File: src/rtl/wct_params.svh
// Constants of the weekly three-window switching timer
`ifndef WCT_PARAMS_SVH
`define WCT_PARAMS_SVH

// Register byte offsets
`define WCT_CTRL_OFS 8'h00
`define WCT_TIME_OFS 8'h04
`define WCT_STAT_OFS 8'h08
`define WCT_DAYS_OFS 8'h10
`define WCT_TIMES_OFS 8'h14
`define WCT_WIN_STRIDE 8
`define WCT_NUM_WIN 3

// Control fields
`define WCT_PULSE_BIT 0
`define WCT_EN_BIT 1
`define WCT_PULSE_RST 1'b0
`define WCT_EN_RST 1'b1

// Clock-time word fields
`define WCT_MIN_LSB 0
`define WCT_HOUR_LSB 8
`define WCT_WDAY_LSB 16

// Window time word fields
`define WCT_ON_MIN_LSB 0
`define WCT_ON_HOUR_LSB 8
`define WCT_ON_SET_BIT 15
`define WCT_OFF_MIN_LSB 16
`define WCT_OFF_HOUR_LSB 24
`define WCT_OFF_SET_BIT 31

// Ranges
`define WCT_MAX_MIN 6'd59
`define WCT_MAX_SEC 6'd59
`define WCT_MAX_HOUR 5'd23
`define WCT_MAX_WDAY 3'd6

// Timing
`define WCT_CLK_HZ 25000000
`define WCT_SEC_TIME_S 1
`define WCT_SEC_CYCLES (`WCT_CLK_HZ * `WCT_SEC_TIME_S)
`define WCT_EVAL_TIME_US 1000
`define WCT_EVAL_CYCLES ((`WCT_CLK_HZ / 1000000) * `WCT_EVAL_TIME_US)

`endif

File: src/rtl/wct_pkg.sv
// Types shared by the weekly switching timer
package wct_pkg;
    typedef logic [31:0] wct_word_t; // Bus data word
    typedef logic [7:0] wct_addr_t; // Bus byte address
    typedef logic [6:0] wct_days_t; // One flag per weekday, bit 0 Monday
    typedef logic [5:0] wct_min_t; // Minute 0..59
    typedef logic [4:0] wct_hour_t; // Hour 0..23
    typedef logic [2:0] wct_wday_t; // Weekday 0 Monday .. 6 Sunday
endpackage

File: src/rtl/wct_weekly_timer.sv
// Weekly three-window switching timer with its own clock and bus slave
//
// The Avalon-MM register port and the register offsets are this design's own decisions.
`timescale 1ns/1ps
`include "wct_params.svh"

module wct_weekly_timer #(
    parameter int SEC_CYCLES = `WCT_SEC_CYCLES,
    parameter int EVAL_CYCLES = `WCT_EVAL_CYCLES,
    parameter int NUM_WIN = `WCT_NUM_WIN
) (
    input wire logic CLK,
    input wire logic RST,
    input wire wct_pkg::wct_addr_t AVS_ADDRESS,
    input wire logic AVS_READ,
    input wire logic AVS_WRITE,
    input wire wct_pkg::wct_word_t AVS_WRITEDATA,
    output wct_pkg::wct_word_t AVS_READDATA,
    output logic AVS_WAITREQUEST,
    output logic TIMER_OUT
);
    import wct_pkg::*;

    // True when the address hits the given register of window idx
    function automatic logic win_hit(input wct_addr_t addr, input wct_addr_t base,
                                     input int idx);
        win_hit = (addr == wct_addr_t'(base + wct_addr_t'(idx * `WCT_WIN_STRIDE)));
    endfunction

    // True when an hour and minute pair lies inside one day
    function automatic logic hm_ok(input wct_min_t m, input wct_hour_t h);
        hm_ok = (m <= `WCT_MAX_MIN) && (h <= `WCT_MAX_HOUR);
    endfunction

    // Bus handshake state
    logic wait_q; // Waitrequest, high while idle
    wct_word_t rdata_q; // Read data, caught one cycle ahead of the answer
    wct_word_t rd_mux; // Selected read value
    logic req; // Read or write present
    logic wr_go; // Write takes effect this edge

    // Control register
    logic pulse_q; // Shared pulse behaviour
    logic en_q; // Timer enable

    // Real-time clock
    logic [31:0] sec_cnt_q; // Clock cycles inside the current second
    wct_min_t sec_q; // Seconds 0..59
    wct_min_t min_q; // Minutes
    wct_hour_t hour_q; // Hours
    wct_wday_t wday_q; // Weekday
    logic sec_tick; // Last cycle of a second
    logic min_tick; // Last cycle of a minute
    logic hour_tick; // Last cycle of an hour
    logic day_tick; // Last cycle of a day
    logic time_wr; // Clock-time register written with a legal value

    // Evaluation cycle
    logic [31:0] eval_cnt_q; // Cycles since the last evaluation
    logic eval_q; // One-cycle evaluation strobe

    // Window settings and compare state
    wct_days_t days_q [NUM_WIN]; // Active weekdays of each window
    wct_word_t tim_q [NUM_WIN]; // On and off time of each window
    logic [NUM_WIN-1:0] on_now; // On-time matches now
    logic [NUM_WIN-1:0] off_now; // Off-time matches now
    logic [NUM_WIN-1:0] on_prev_q; // On match seen at the last evaluation
    logic [NUM_WIN-1:0] off_prev_q; // Off match seen at the last evaluation
    logic [NUM_WIN-1:0] on_edge; // Fresh on event
    logic [NUM_WIN-1:0] off_edge; // Fresh off event
    logic [NUM_WIN-1:0] day_ok; // Window active on today
    logic [NUM_WIN-1:0] src_q; // Windows whose on event last set the output

    // Output
    logic any_on; // Some window fires its on event
    logic any_off; // Some window fires its off event
    logic out_q; // Switching state
    logic out_d; // Next switching state

    // ---------------------------------------------------------------
    // Avalon slave: one wait cycle on every access
    // ---------------------------------------------------------------
    assign req = AVS_READ | AVS_WRITE;
    // The write lands at the edge where the master sees waitrequest low
    assign wr_go = AVS_WRITE & ~wait_q;

    // Waitrequest drops for one cycle after a request is seen
    always_ff @(posedge CLK) begin
        if (RST) begin
            wait_q <= 1'b1;
        end else begin
            wait_q <= ~(req & wait_q);
        end
    end

    // Read data caught while waitrequest is still high, so it stands at the answer edge
    always_ff @(posedge CLK) begin
        if (RST) begin
            rdata_q <= 32'h0000_0000;
        end else if (AVS_READ && wait_q) begin
            rdata_q <= rd_mux;
        end
    end

    // Read selection; unmapped offsets read as zero
    always_comb begin
        rd_mux = 32'h0000_0000;
        if (AVS_ADDRESS == `WCT_CTRL_OFS) begin
            rd_mux[`WCT_PULSE_BIT] = pulse_q;
            rd_mux[`WCT_EN_BIT] = en_q;
        end else if (AVS_ADDRESS == `WCT_TIME_OFS) begin
            rd_mux[`WCT_MIN_LSB +: 6] = min_q;
            rd_mux[`WCT_HOUR_LSB +: 5] = hour_q;
            rd_mux[`WCT_WDAY_LSB +: 3] = wday_q;
        end else if (AVS_ADDRESS == `WCT_STAT_OFS) begin
            // Status: output, setting windows, windows active today
            rd_mux[0] = out_q;
            rd_mux[4 +: NUM_WIN] = src_q;
            rd_mux[8 +: NUM_WIN] = day_ok;
        end else begin
            // Window registers repeat at a fixed stride, days word then times word
            for (int k = 0; k < NUM_WIN; k++) begin
                if (win_hit(AVS_ADDRESS, `WCT_DAYS_OFS, k)) begin
                    rd_mux[6:0] = days_q[k];
                end else if (win_hit(AVS_ADDRESS, `WCT_TIMES_OFS, k)) begin
                    rd_mux = tim_q[k];
                end
            end
        end
    end

    assign AVS_WAITREQUEST = wait_q;
    assign AVS_READDATA = rdata_q;

    // ---------------------------------------------------------------
    // Control register: one pulse setting for the whole timer
    // ---------------------------------------------------------------
    always_ff @(posedge CLK) begin
        if (RST) begin
            pulse_q <= `WCT_PULSE_RST;
            en_q <= `WCT_EN_RST;
        end else if (wr_go && AVS_ADDRESS == `WCT_CTRL_OFS) begin
            pulse_q <= AVS_WRITEDATA[`WCT_PULSE_BIT];
            en_q <= AVS_WRITEDATA[`WCT_EN_BIT];
        end
    end

    // ---------------------------------------------------------------
    // Real-time clock
    // ---------------------------------------------------------------
    // A clock-time write with an out-of-range value is dropped whole
    assign time_wr = wr_go && (AVS_ADDRESS == `WCT_TIME_OFS)
        && hm_ok(AVS_WRITEDATA[`WCT_MIN_LSB +: 6], AVS_WRITEDATA[`WCT_HOUR_LSB +: 5])
        && (AVS_WRITEDATA[`WCT_WDAY_LSB +: 3] <= `WCT_MAX_WDAY);
    assign sec_tick = (sec_cnt_q == 32'(SEC_CYCLES - 1));
    assign min_tick = sec_tick && (sec_q == `WCT_MAX_SEC);
    assign hour_tick = min_tick && (min_q == `WCT_MAX_MIN);
    assign day_tick = hour_tick && (hour_q == `WCT_MAX_HOUR);

    // Sub-second counter; a time write restarts the second
    always_ff @(posedge CLK) begin
        if (RST || time_wr || sec_tick) begin
            sec_cnt_q <= 32'h0000_0000;
        end else begin
            sec_cnt_q <= sec_cnt_q + 32'h0000_0001;
        end
    end

    // Seconds, minutes, hours and weekday roll over together
    always_ff @(posedge CLK) begin
        if (RST) begin
            sec_q <= 6'h00;
            min_q <= 6'h00;
            hour_q <= 5'h00;
            wday_q <= 3'h0;
        end else if (time_wr) begin
            sec_q <= 6'h00;
            min_q <= AVS_WRITEDATA[`WCT_MIN_LSB +: 6];
            hour_q <= AVS_WRITEDATA[`WCT_HOUR_LSB +: 5];
            wday_q <= AVS_WRITEDATA[`WCT_WDAY_LSB +: 3];
        end else if (sec_tick) begin
            sec_q <= min_tick ? 6'h00 : sec_q + 6'h01;
            if (min_tick) begin
                min_q <= hour_tick ? 6'h00 : min_q + 6'h01;
            end
            if (hour_tick) begin
                hour_q <= day_tick ? 5'h00 : hour_q + 5'h01;
            end
            if (day_tick) begin
                wday_q <= (wday_q == `WCT_MAX_WDAY) ? 3'h0 : wday_q + 3'h1;
            end
        end
    end

    // ---------------------------------------------------------------
    // Evaluation cycle strobe
    // ---------------------------------------------------------------
    // All window compares and output changes happen only on this strobe
    always_ff @(posedge CLK) begin
        if (RST) begin
            eval_cnt_q <= 32'h0000_0000;
            eval_q <= 1'b0;
        end else begin
            eval_q <= (eval_cnt_q == 32'(EVAL_CYCLES - 1));
            if (eval_cnt_q == 32'(EVAL_CYCLES - 1)) begin
                eval_cnt_q <= 32'h0000_0000;
            end else begin
                eval_cnt_q <= eval_cnt_q + 32'h0000_0001;
            end
        end
    end

    // ---------------------------------------------------------------
    // Switching windows
    // ---------------------------------------------------------------
    genvar gi;
    generate
        for (gi = 0; gi < NUM_WIN; gi++) begin : g_win
            // Window settings; a time word with an illegal set time is dropped
            always_ff @(posedge CLK) begin
                if (RST) begin
                    days_q[gi] <= 7'h00;
                    tim_q[gi] <= 32'h0000_0000;
                end else if (wr_go && win_hit(AVS_ADDRESS, `WCT_DAYS_OFS, gi)) begin
                    days_q[gi] <= AVS_WRITEDATA[6:0];
                end else if (wr_go && win_hit(AVS_ADDRESS, `WCT_TIMES_OFS, gi)
                    && hm_ok(AVS_WRITEDATA[`WCT_ON_MIN_LSB +: 6],
                             AVS_WRITEDATA[`WCT_ON_HOUR_LSB +: 5])
                    && hm_ok(AVS_WRITEDATA[`WCT_OFF_MIN_LSB +: 6],
                             AVS_WRITEDATA[`WCT_OFF_HOUR_LSB +: 5])) begin
                    tim_q[gi] <= AVS_WRITEDATA;
                end
            end

            // Today's flag selects the window, one bit per weekday
            assign day_ok[gi] = days_q[gi][wday_q];

            // Unset times never match
            assign on_now[gi] = tim_q[gi][`WCT_ON_SET_BIT] && day_ok[gi]
                && (tim_q[gi][`WCT_ON_MIN_LSB +: 6] == min_q)
                && (tim_q[gi][`WCT_ON_HOUR_LSB +: 5] == hour_q);
            assign off_now[gi] = tim_q[gi][`WCT_OFF_SET_BIT] && day_ok[gi]
                && (tim_q[gi][`WCT_OFF_MIN_LSB +: 6] == min_q)
                && (tim_q[gi][`WCT_OFF_HOUR_LSB +: 5] == hour_q);

            // Only the first evaluation inside a matching minute counts
            assign on_edge[gi] = on_now[gi] & ~on_prev_q[gi];
            assign off_edge[gi] = off_now[gi] & ~off_prev_q[gi];

            // Match history, sampled once per evaluation cycle
            always_ff @(posedge CLK) begin
                if (RST) begin
                    on_prev_q[gi] <= 1'b0;
                    off_prev_q[gi] <= 1'b0;
                end else if (eval_q) begin
                    on_prev_q[gi] <= on_now[gi];
                    off_prev_q[gi] <= off_now[gi];
                end
            end

        end
    endgenerate

    // ---------------------------------------------------------------
    // Combined output
    // ---------------------------------------------------------------
    // Any window can set or clear; with events taken in time order the earliest
    // on sets and the earliest later off clears, which resolves overlaps
    assign any_on = en_q && (|on_edge);
    assign any_off = en_q && (|off_edge);

    // Set wins over a clear in the same evaluation; pulse ends at the next one
    assign out_d = !eval_q ? out_q
        : !en_q ? 1'b0
        : any_on ? 1'b1
        : pulse_q ? 1'b0
        : any_off ? 1'b0
        : out_q;

    // Output and the record of which windows set it
    always_ff @(posedge CLK) begin
        if (RST) begin
            out_q <= 1'b0;
            src_q <= '0;
        end else begin
            out_q <= out_d;
            if (eval_q && any_on) begin
                src_q <= on_edge;
            end
        end
    end

    assign TIMER_OUT = out_q;
endmodule

File: config.mk
export PLATFORM = sky130hd
export DESIGN_NAME = wct_weekly_timer
export DESIGN_NICKNAME = d
export VERILOG_FILES = /design/src/rtl/wct_pkg.sv /design/src/rtl/wct_weekly_timer.sv
export VERILOG_INCLUDE_DIRS = /design/src /design/src/rtl
export SDC_FILE = /design/constraint.sdc
export NUM_CORES = 1
export LEC_CHECK = 0
export BUFFER_PORTS_ARGS = -buffer_cell sky130_fd_sc_hd__buf_4
export CAP_MARGIN = 10
export CORE_ASPECT_RATIO = 1.75
export CORE_MARGIN = 8
export CORE_UTILIZATION = 60
export CTS_CLUSTER_SIZE = 25
export DETAILED_ROUTE_END_ITERATION = 10
export HOLD_SLACK_MARGIN = 0.03
export PLACE_DENSITY = 0.79
export SYNTH_ARGS = -nofsm -noshare
export SYNTH_HDL_FRONTEND = slang
export SYNTH_SLANG_ARGS = --single-unit
File: constraint.sdc
create_clock -name CLK -period 5.8 [get_ports CLK]
set_input_delay 0.58 -clock CLK [delete_from_list [all_inputs] [get_ports CLK]]
set_output_delay 0.58 -clock CLK [all_outputs]
set_load 0.05 [all_outputs]
Word level (Yosys, flattened, before mapping)
Memory sizes are Yosys's and may differ from the RTL's.
Cells that the tools add are included.
{"block": "totals", "word_cells": 227, "output_inout_bits": 34, "reg_bits": 130, "memories": 2, "ramBits": 117}
{"memory": "tim_q", "depth": 3, "width": 32, "read_ports": 3, "rd_clocked_by_memory_dff": 0, "wr": 3, "line": "wct_weekly_timer.sv:64", "source": "wct_word_t tim_q [NUM_WIN];"}
{"memory": "days_q", "depth": 3, "width": 7, "read_ports": 3, "rd_clocked_by_memory_dff": 0, "wr": 3, "line": "wct_weekly_timer.sv:63", "source": "wct_days_t days_q [NUM_WIN];"}
{"block": "op_classes", "n_eq_ne": 27, "mux": 86, "n_reduce_logical": 58, "n_bitwise": 23, "n_lt_le_gt_ge": 6, "n_addsub": 6}
{"op": "32-bit two-way mux", "n": 14}
{"op": "25-bit two-way mux", "n": 6}
{"op": "32-bit by 1-bit adder with 32-bit output (second input constant)", "n": 2}
{"op": "1-bit logical AND", "n": 43}
{"op": "7-bit two-way mux", "n": 6}
{"op": "6-bit equality test", "n": 6}
{"op": "6-bit two-way mux", "n": 6}
{"op": "32-bit by 15-bit equality test with 1-bit output (second input constant)", "n": 1}
{"op": "32-bit by 25-bit equality test with 1-bit output (second input constant)", "n": 1}
{"op": "8-bit by 5-bit equality test with 1-bit output (second input constant)", "n": 4}
{"op": "1-bit two-way mux", "n": 32}
{"op": "5-bit equality test", "n": 6}
{"op": "30-bit two-way mux", "n": 1}
{"op": "3-bit two-way mux", "n": 9}
{"op": "5-bit two-way mux", "n": 5}
{"op": "21-bit two-way mux", "n": 1}
{"op": "8-bit by 6-bit equality test with 1-bit output (second input constant)", "n": 2}
{"op": "13-bit two-way mux", "n": 1}
{"op": "6-bit by 1-bit adder with 6-bit output (second input constant)", "n": 2}
{"op": "6-bit equality test (second input constant)", "n": 2}
{"op": "6-bit less-or-equal comparator (second input constant)", "n": 2}
{"op": "5-bit less-or-equal comparator (second input constant)", "n": 2}
{"op": "1-bit binary-select mux with 3-bit select", "n": 3}
{"op": "1-bit AND", "n": 8}
{"op": "other kinds (18)", "n": 41}

Logic depth before layout (Yosys ltp)
{"block": "logic_depth", "depth_word": 21, "ltp_mapped": 9, "ltp_nobuf": 7}

Worst setup path before layout
Ideal clock, no wire load.
{"block": "synth_timing", "kind": "input to register", "start": "in AVS_ADDRESS[1]", "end": "mem tim_q[0][0] in the netlist's numbering, enable pin", "arrival_ps": 2800, "cell_stages": 6, "slack_ps": 2611, "setup_time_ps": 389, "required_time_ps": 5411, "n_path_buf": 2, "path_cell_list": "or4b_2 -> clkbuf_1 -> nor2_1 -> buf_2 -> nand2_1 -> nand2_1"}
{"item": "start, declared", "line": "wct_weekly_timer.sv:14", "source": "input wire wct_pkg::wct_addr_t AVS_ADDRESS,"}
{"item": "end, declared", "line": "wct_weekly_timer.sv:64"}

==> summary.txt <==
Outcome
  • Status: finished clean

Routing
  • Vias per inst: 6.22
  • Routed WL: around 34 mm
  • DRT Pass-1 Iters: 5
  • # DRC: 0
  • Mean routed wirelength per cell: 21.4 um
  • ANT nets after route: 0
  • Detailed-route via count: 9771
  • DRT iter0 DRCs: just over 800

Die
  • Core area: 0.0200 mm2
  • Row cnt: 69
  • Die Y: 204 um
  • Initial Util: 0.605
  • Die area: 0.0252 mm2
  • # IOs: 78
  • Die span in x: 123 um

Global route
  • Vias in the first global route: 9629
  • GRT met1 Usage: 0.287
  • Initial antenna violation count: 0
  • Pin count of the biggest net entering global routing: 58
  • Met3 Use GR: 0.0481
  • First-pass GRT wire length: 52.5 mm
  • Most used routing layer in global routing: met2
  • Grt ovf: 0
  • Met2 global-route usage: 0.483
  • All-Layer GR Usage: 0.270

Clock tree
  • Worst-case clock buffer depth: 3
  • Reg clk slew, reported paths: 0.07 ns
  • Post-CTS Resized: 0
  • Hold buffer count at cts: 0
  • H-tree depth: 1
  • Post CTS Setup Buffer Count: 0
  • Root Buffer: clkbuf_16
  • CTS Buf Count: 23
  • TritonCTS clock tree: built
  • Clk_lat worst skew: 0.51 ns
  • # clock sinks: 247

Cells and area
  • Share of cells above drive strength 1: 0.109
  • Layout area overhead: 12.8%
  • Utilization after layout: 0.682
  • Post-layout nets: between 1000 and 1500
  • ANT cells: 0

Logic synthesis
  • Most common cell in the netlist: nor2_1
  • Gate Count Post-Synth: 1261
  • Simple-Gate Fraction of Synth Area: 0.255
  • Synthesized area: about 0.012 mm2
  • Yosys warns: 0
  • Post-synthesis xor/xnor area fraction: 0.0940
  • Mapped Nets: 1310
  • Post-synth top area share: 0.290
  • Synth Flop Type: dfxtp_1
  • Post-synthesis sequential area ratio: 0.505
  • Avg Cell Area, Syn: 9.61 um2
  • Area leader, netlist: edfxtp_1
  • Compound-Gate Fraction of Synth Area: 0.0985
  • Mux contribution to synthesized area: 0.0171
  • Cell variety after synth: 60
  • Post-synth top cells: nor2_1 (141), dfxtp_1 (130), nand2_1 (130)
  • Largest family of logic cells by synthesized area: simple AND/OR/NAND/NOR gates
  • Largest cells by area after synthesis: edfxtp_1 (29%), dfxtp_1 (21%), and2_1 (6.4%)
  • Post-synthesis sequential element count: about 250
  • Area share of fa/ha/maj cells after synthesis: 0.00516
  • Async SR Flop Fraction: 0
  • Post-synth EDFFs: 117

Power
  • Leak: 0.00490 uW
  • Power density cells: 269 mW/mm2
  • P_sw: 805 uW
  • Register share of total power: 0.514
  • Internal power: between 2000 and 3000 uW
  • Clock power share: 0.435
  • Comb power frac: 0.050
  • Switch share: 0.219
  • Maximum vdd drop: 0.474 mV

STA
  • Tcrit/Tclk final: 0.552
  • Worst-margin pin slew: between 1 and 1.5 ns
  • Relative slew slack: 0.201
  • Unrepaired setup endpoints after global routing: no
  • Max Freq: between 0.3 and 0.4 GHz
  • Worst clock skew: 0.00985 ns
  • Slew Viols, Final: 0
  • Final worst path period need: 3.20 ns
  • Final hold slack: 0.282 ns
  • Setup TNS: 0 ns
  • Setup-failing EPs final: 0
  • Fin. Hold Viols: 0

Worst setup path
  • Crit Path Max Fanout: 32
  • R2R depth: 6
  • RR Startpoint: AVS_WAITREQUEST$_SDFF_PP1_
  • CP endpoint: tim_q[2][0]$_SDFFCE_PN0P_
  • Crit-path cells: nand2b_1, nand3b_1, a211oi_1, nand2_1, nor2_2, and2_1
  • Worst path max stage delay: between 0.9 and 1 ns
  • Setup crit start: AVS_WAITREQUEST$_SDFF_PP1_
  • Reg-to-reg slack, setup: 2.60 ns
  • CP bufs+invs: 0
  • Delay-heaviest family, CP: simple AND/OR/NAND/NOR gates
  • Crit path kind: reg2reg
  • Worst setup EP type: register
  • Reg-to-Reg End: tim_q[2][0]$_SDFFCE_PN0P_
  • Crit path depth: 6
  • Worst EP required: between 6 and 7 ns
  • Worst Path Arrival: between 3 and 4 ns
  • Highest-delay cell along the critical path: nor2_2
  • CP startpoint kind: register

Place
  • GP Congestion: 1.01
  • Dpl hpwl: 24.5 mm
  • IO buf count: 77

Run
  • Max-cap violations: 0

Min path
  • Hold Path Class: in2reg
  • Worst hold path depth: 2
[power groups by stage]
| stage | clock network (uW) | logic [uW] | registers [uW] |
|---|---|---|---|
| 4_1_cts | 1620 | 185 | 1890 |
| 3_5_place_dp | 0 | 184 | 1930 |
| 3_3_place_gp | 0 | 182 | 1930 |
| 5_1_grt | 1680 | 200 | 1890 |
| 2_1_floorplan | 0 | 95.4 | 1920 |
| 6_report | 1600 | 186 | 1890 |
[layout make-up]
cell class                      instances  area [um2]
Clock inverter                         12         166
Fill cell                            1603        6370
Clock buffer                           29         632
Tap cell                              248         310
Timing Repair Buffer                   91         683
Sequential cell                       247        6120
Multi-Input combinational cell        934        5720
Inverter                               10        37.5
[how the worst min path moves through the flow]
stage,slack [ns],to,from
floorplan,0.41,eval_cnt_q[0]$_SDFF_PP0_,eval_cnt_q[0]$_SDFF_PP0_
global placement,0.43,eval_cnt_q[0]$_SDFF_PP0_,eval_cnt_q[0]$_SDFF_PP0_
global route,0.27,AVS_WAITREQUEST$_SDFF_PP1_,AVS_READ
detailed placement,0.44,eval_cnt_q[0]$_SDFF_PP0_,eval_cnt_q[0]$_SDFF_PP0_
finish,0.28,AVS_WAITREQUEST$_SDFF_PP1_,AVS_READ
CTS,0.26,AVS_WAITREQUEST$_SDFF_PP1_,AVS_READ
[per-stage QoR]
stage | area, um2 | setup WS, ns | instances | total power (uW)
5_1_grt | 13700 | 2.46 | 1571 | 3770
4_1_cts | 13700 | 2.65 | 1571 | 3690
3_5_place_dp | 12900 | 2.30 | 1530 | 2110
3_3_place_gp | 12900 | 2.35 | 1530 | 2110
6_report | 13700 | 2.60 | 1571 | 3680
2_1_floorplan | 12100 | 2.61 | 1261 | 2020
[sequential cells by signal, summed over array words and instances (netlist names)]
register	count
TIMER_OUT	1
en_q	1
wday_q	3
pulse_q	1
days_q	21
tim_q	96
src_q	3
AVS_READDATA	32
eval_cnt_q	32
on_prev_q	3
hour_q	5
min_q	6
off_prev_q	3
eval_q	1
sec_cnt_q	32
sec_q	6
AVS_WAITREQUEST	1
[layout by cell type, fill, tap and decap left out, types with 10 or more instances in the layout]
master	count
nand2_1	130
xor2_1	60
a21oi_1	43
nor4_1	27
xnor2_1	70
buf_4	91
mux2i_1	14
nand3_1	43
and2_1	123
dfxtp_1	130
o21ai_0	31
a211oi_1	10
inv_1	10
a22oi_1	40
nand4_1	39
nand3b_1	10
and3_1	13
clkbuf_16	23
nor2_1	139
edfxtp_1	117
nor3_1	26
[cell families after synthesis]
logic type,after synthesis
AO/OA/AOI/OAI,181
buffers and inverters,80
flip-flops,247
multiplexers,17
adder cells (fa/ha/maj),5
XOR/XNOR,130
AND/OR/NAND/NOR,601
[layer usage]
layer  share of wire  wire length, um
met2            0.52            17400
met3           0.066             2220
met4           0.061             2060
met1            0.35            11900
met5               0                0
Note: power is estimated with default switching activity, not from simulation.
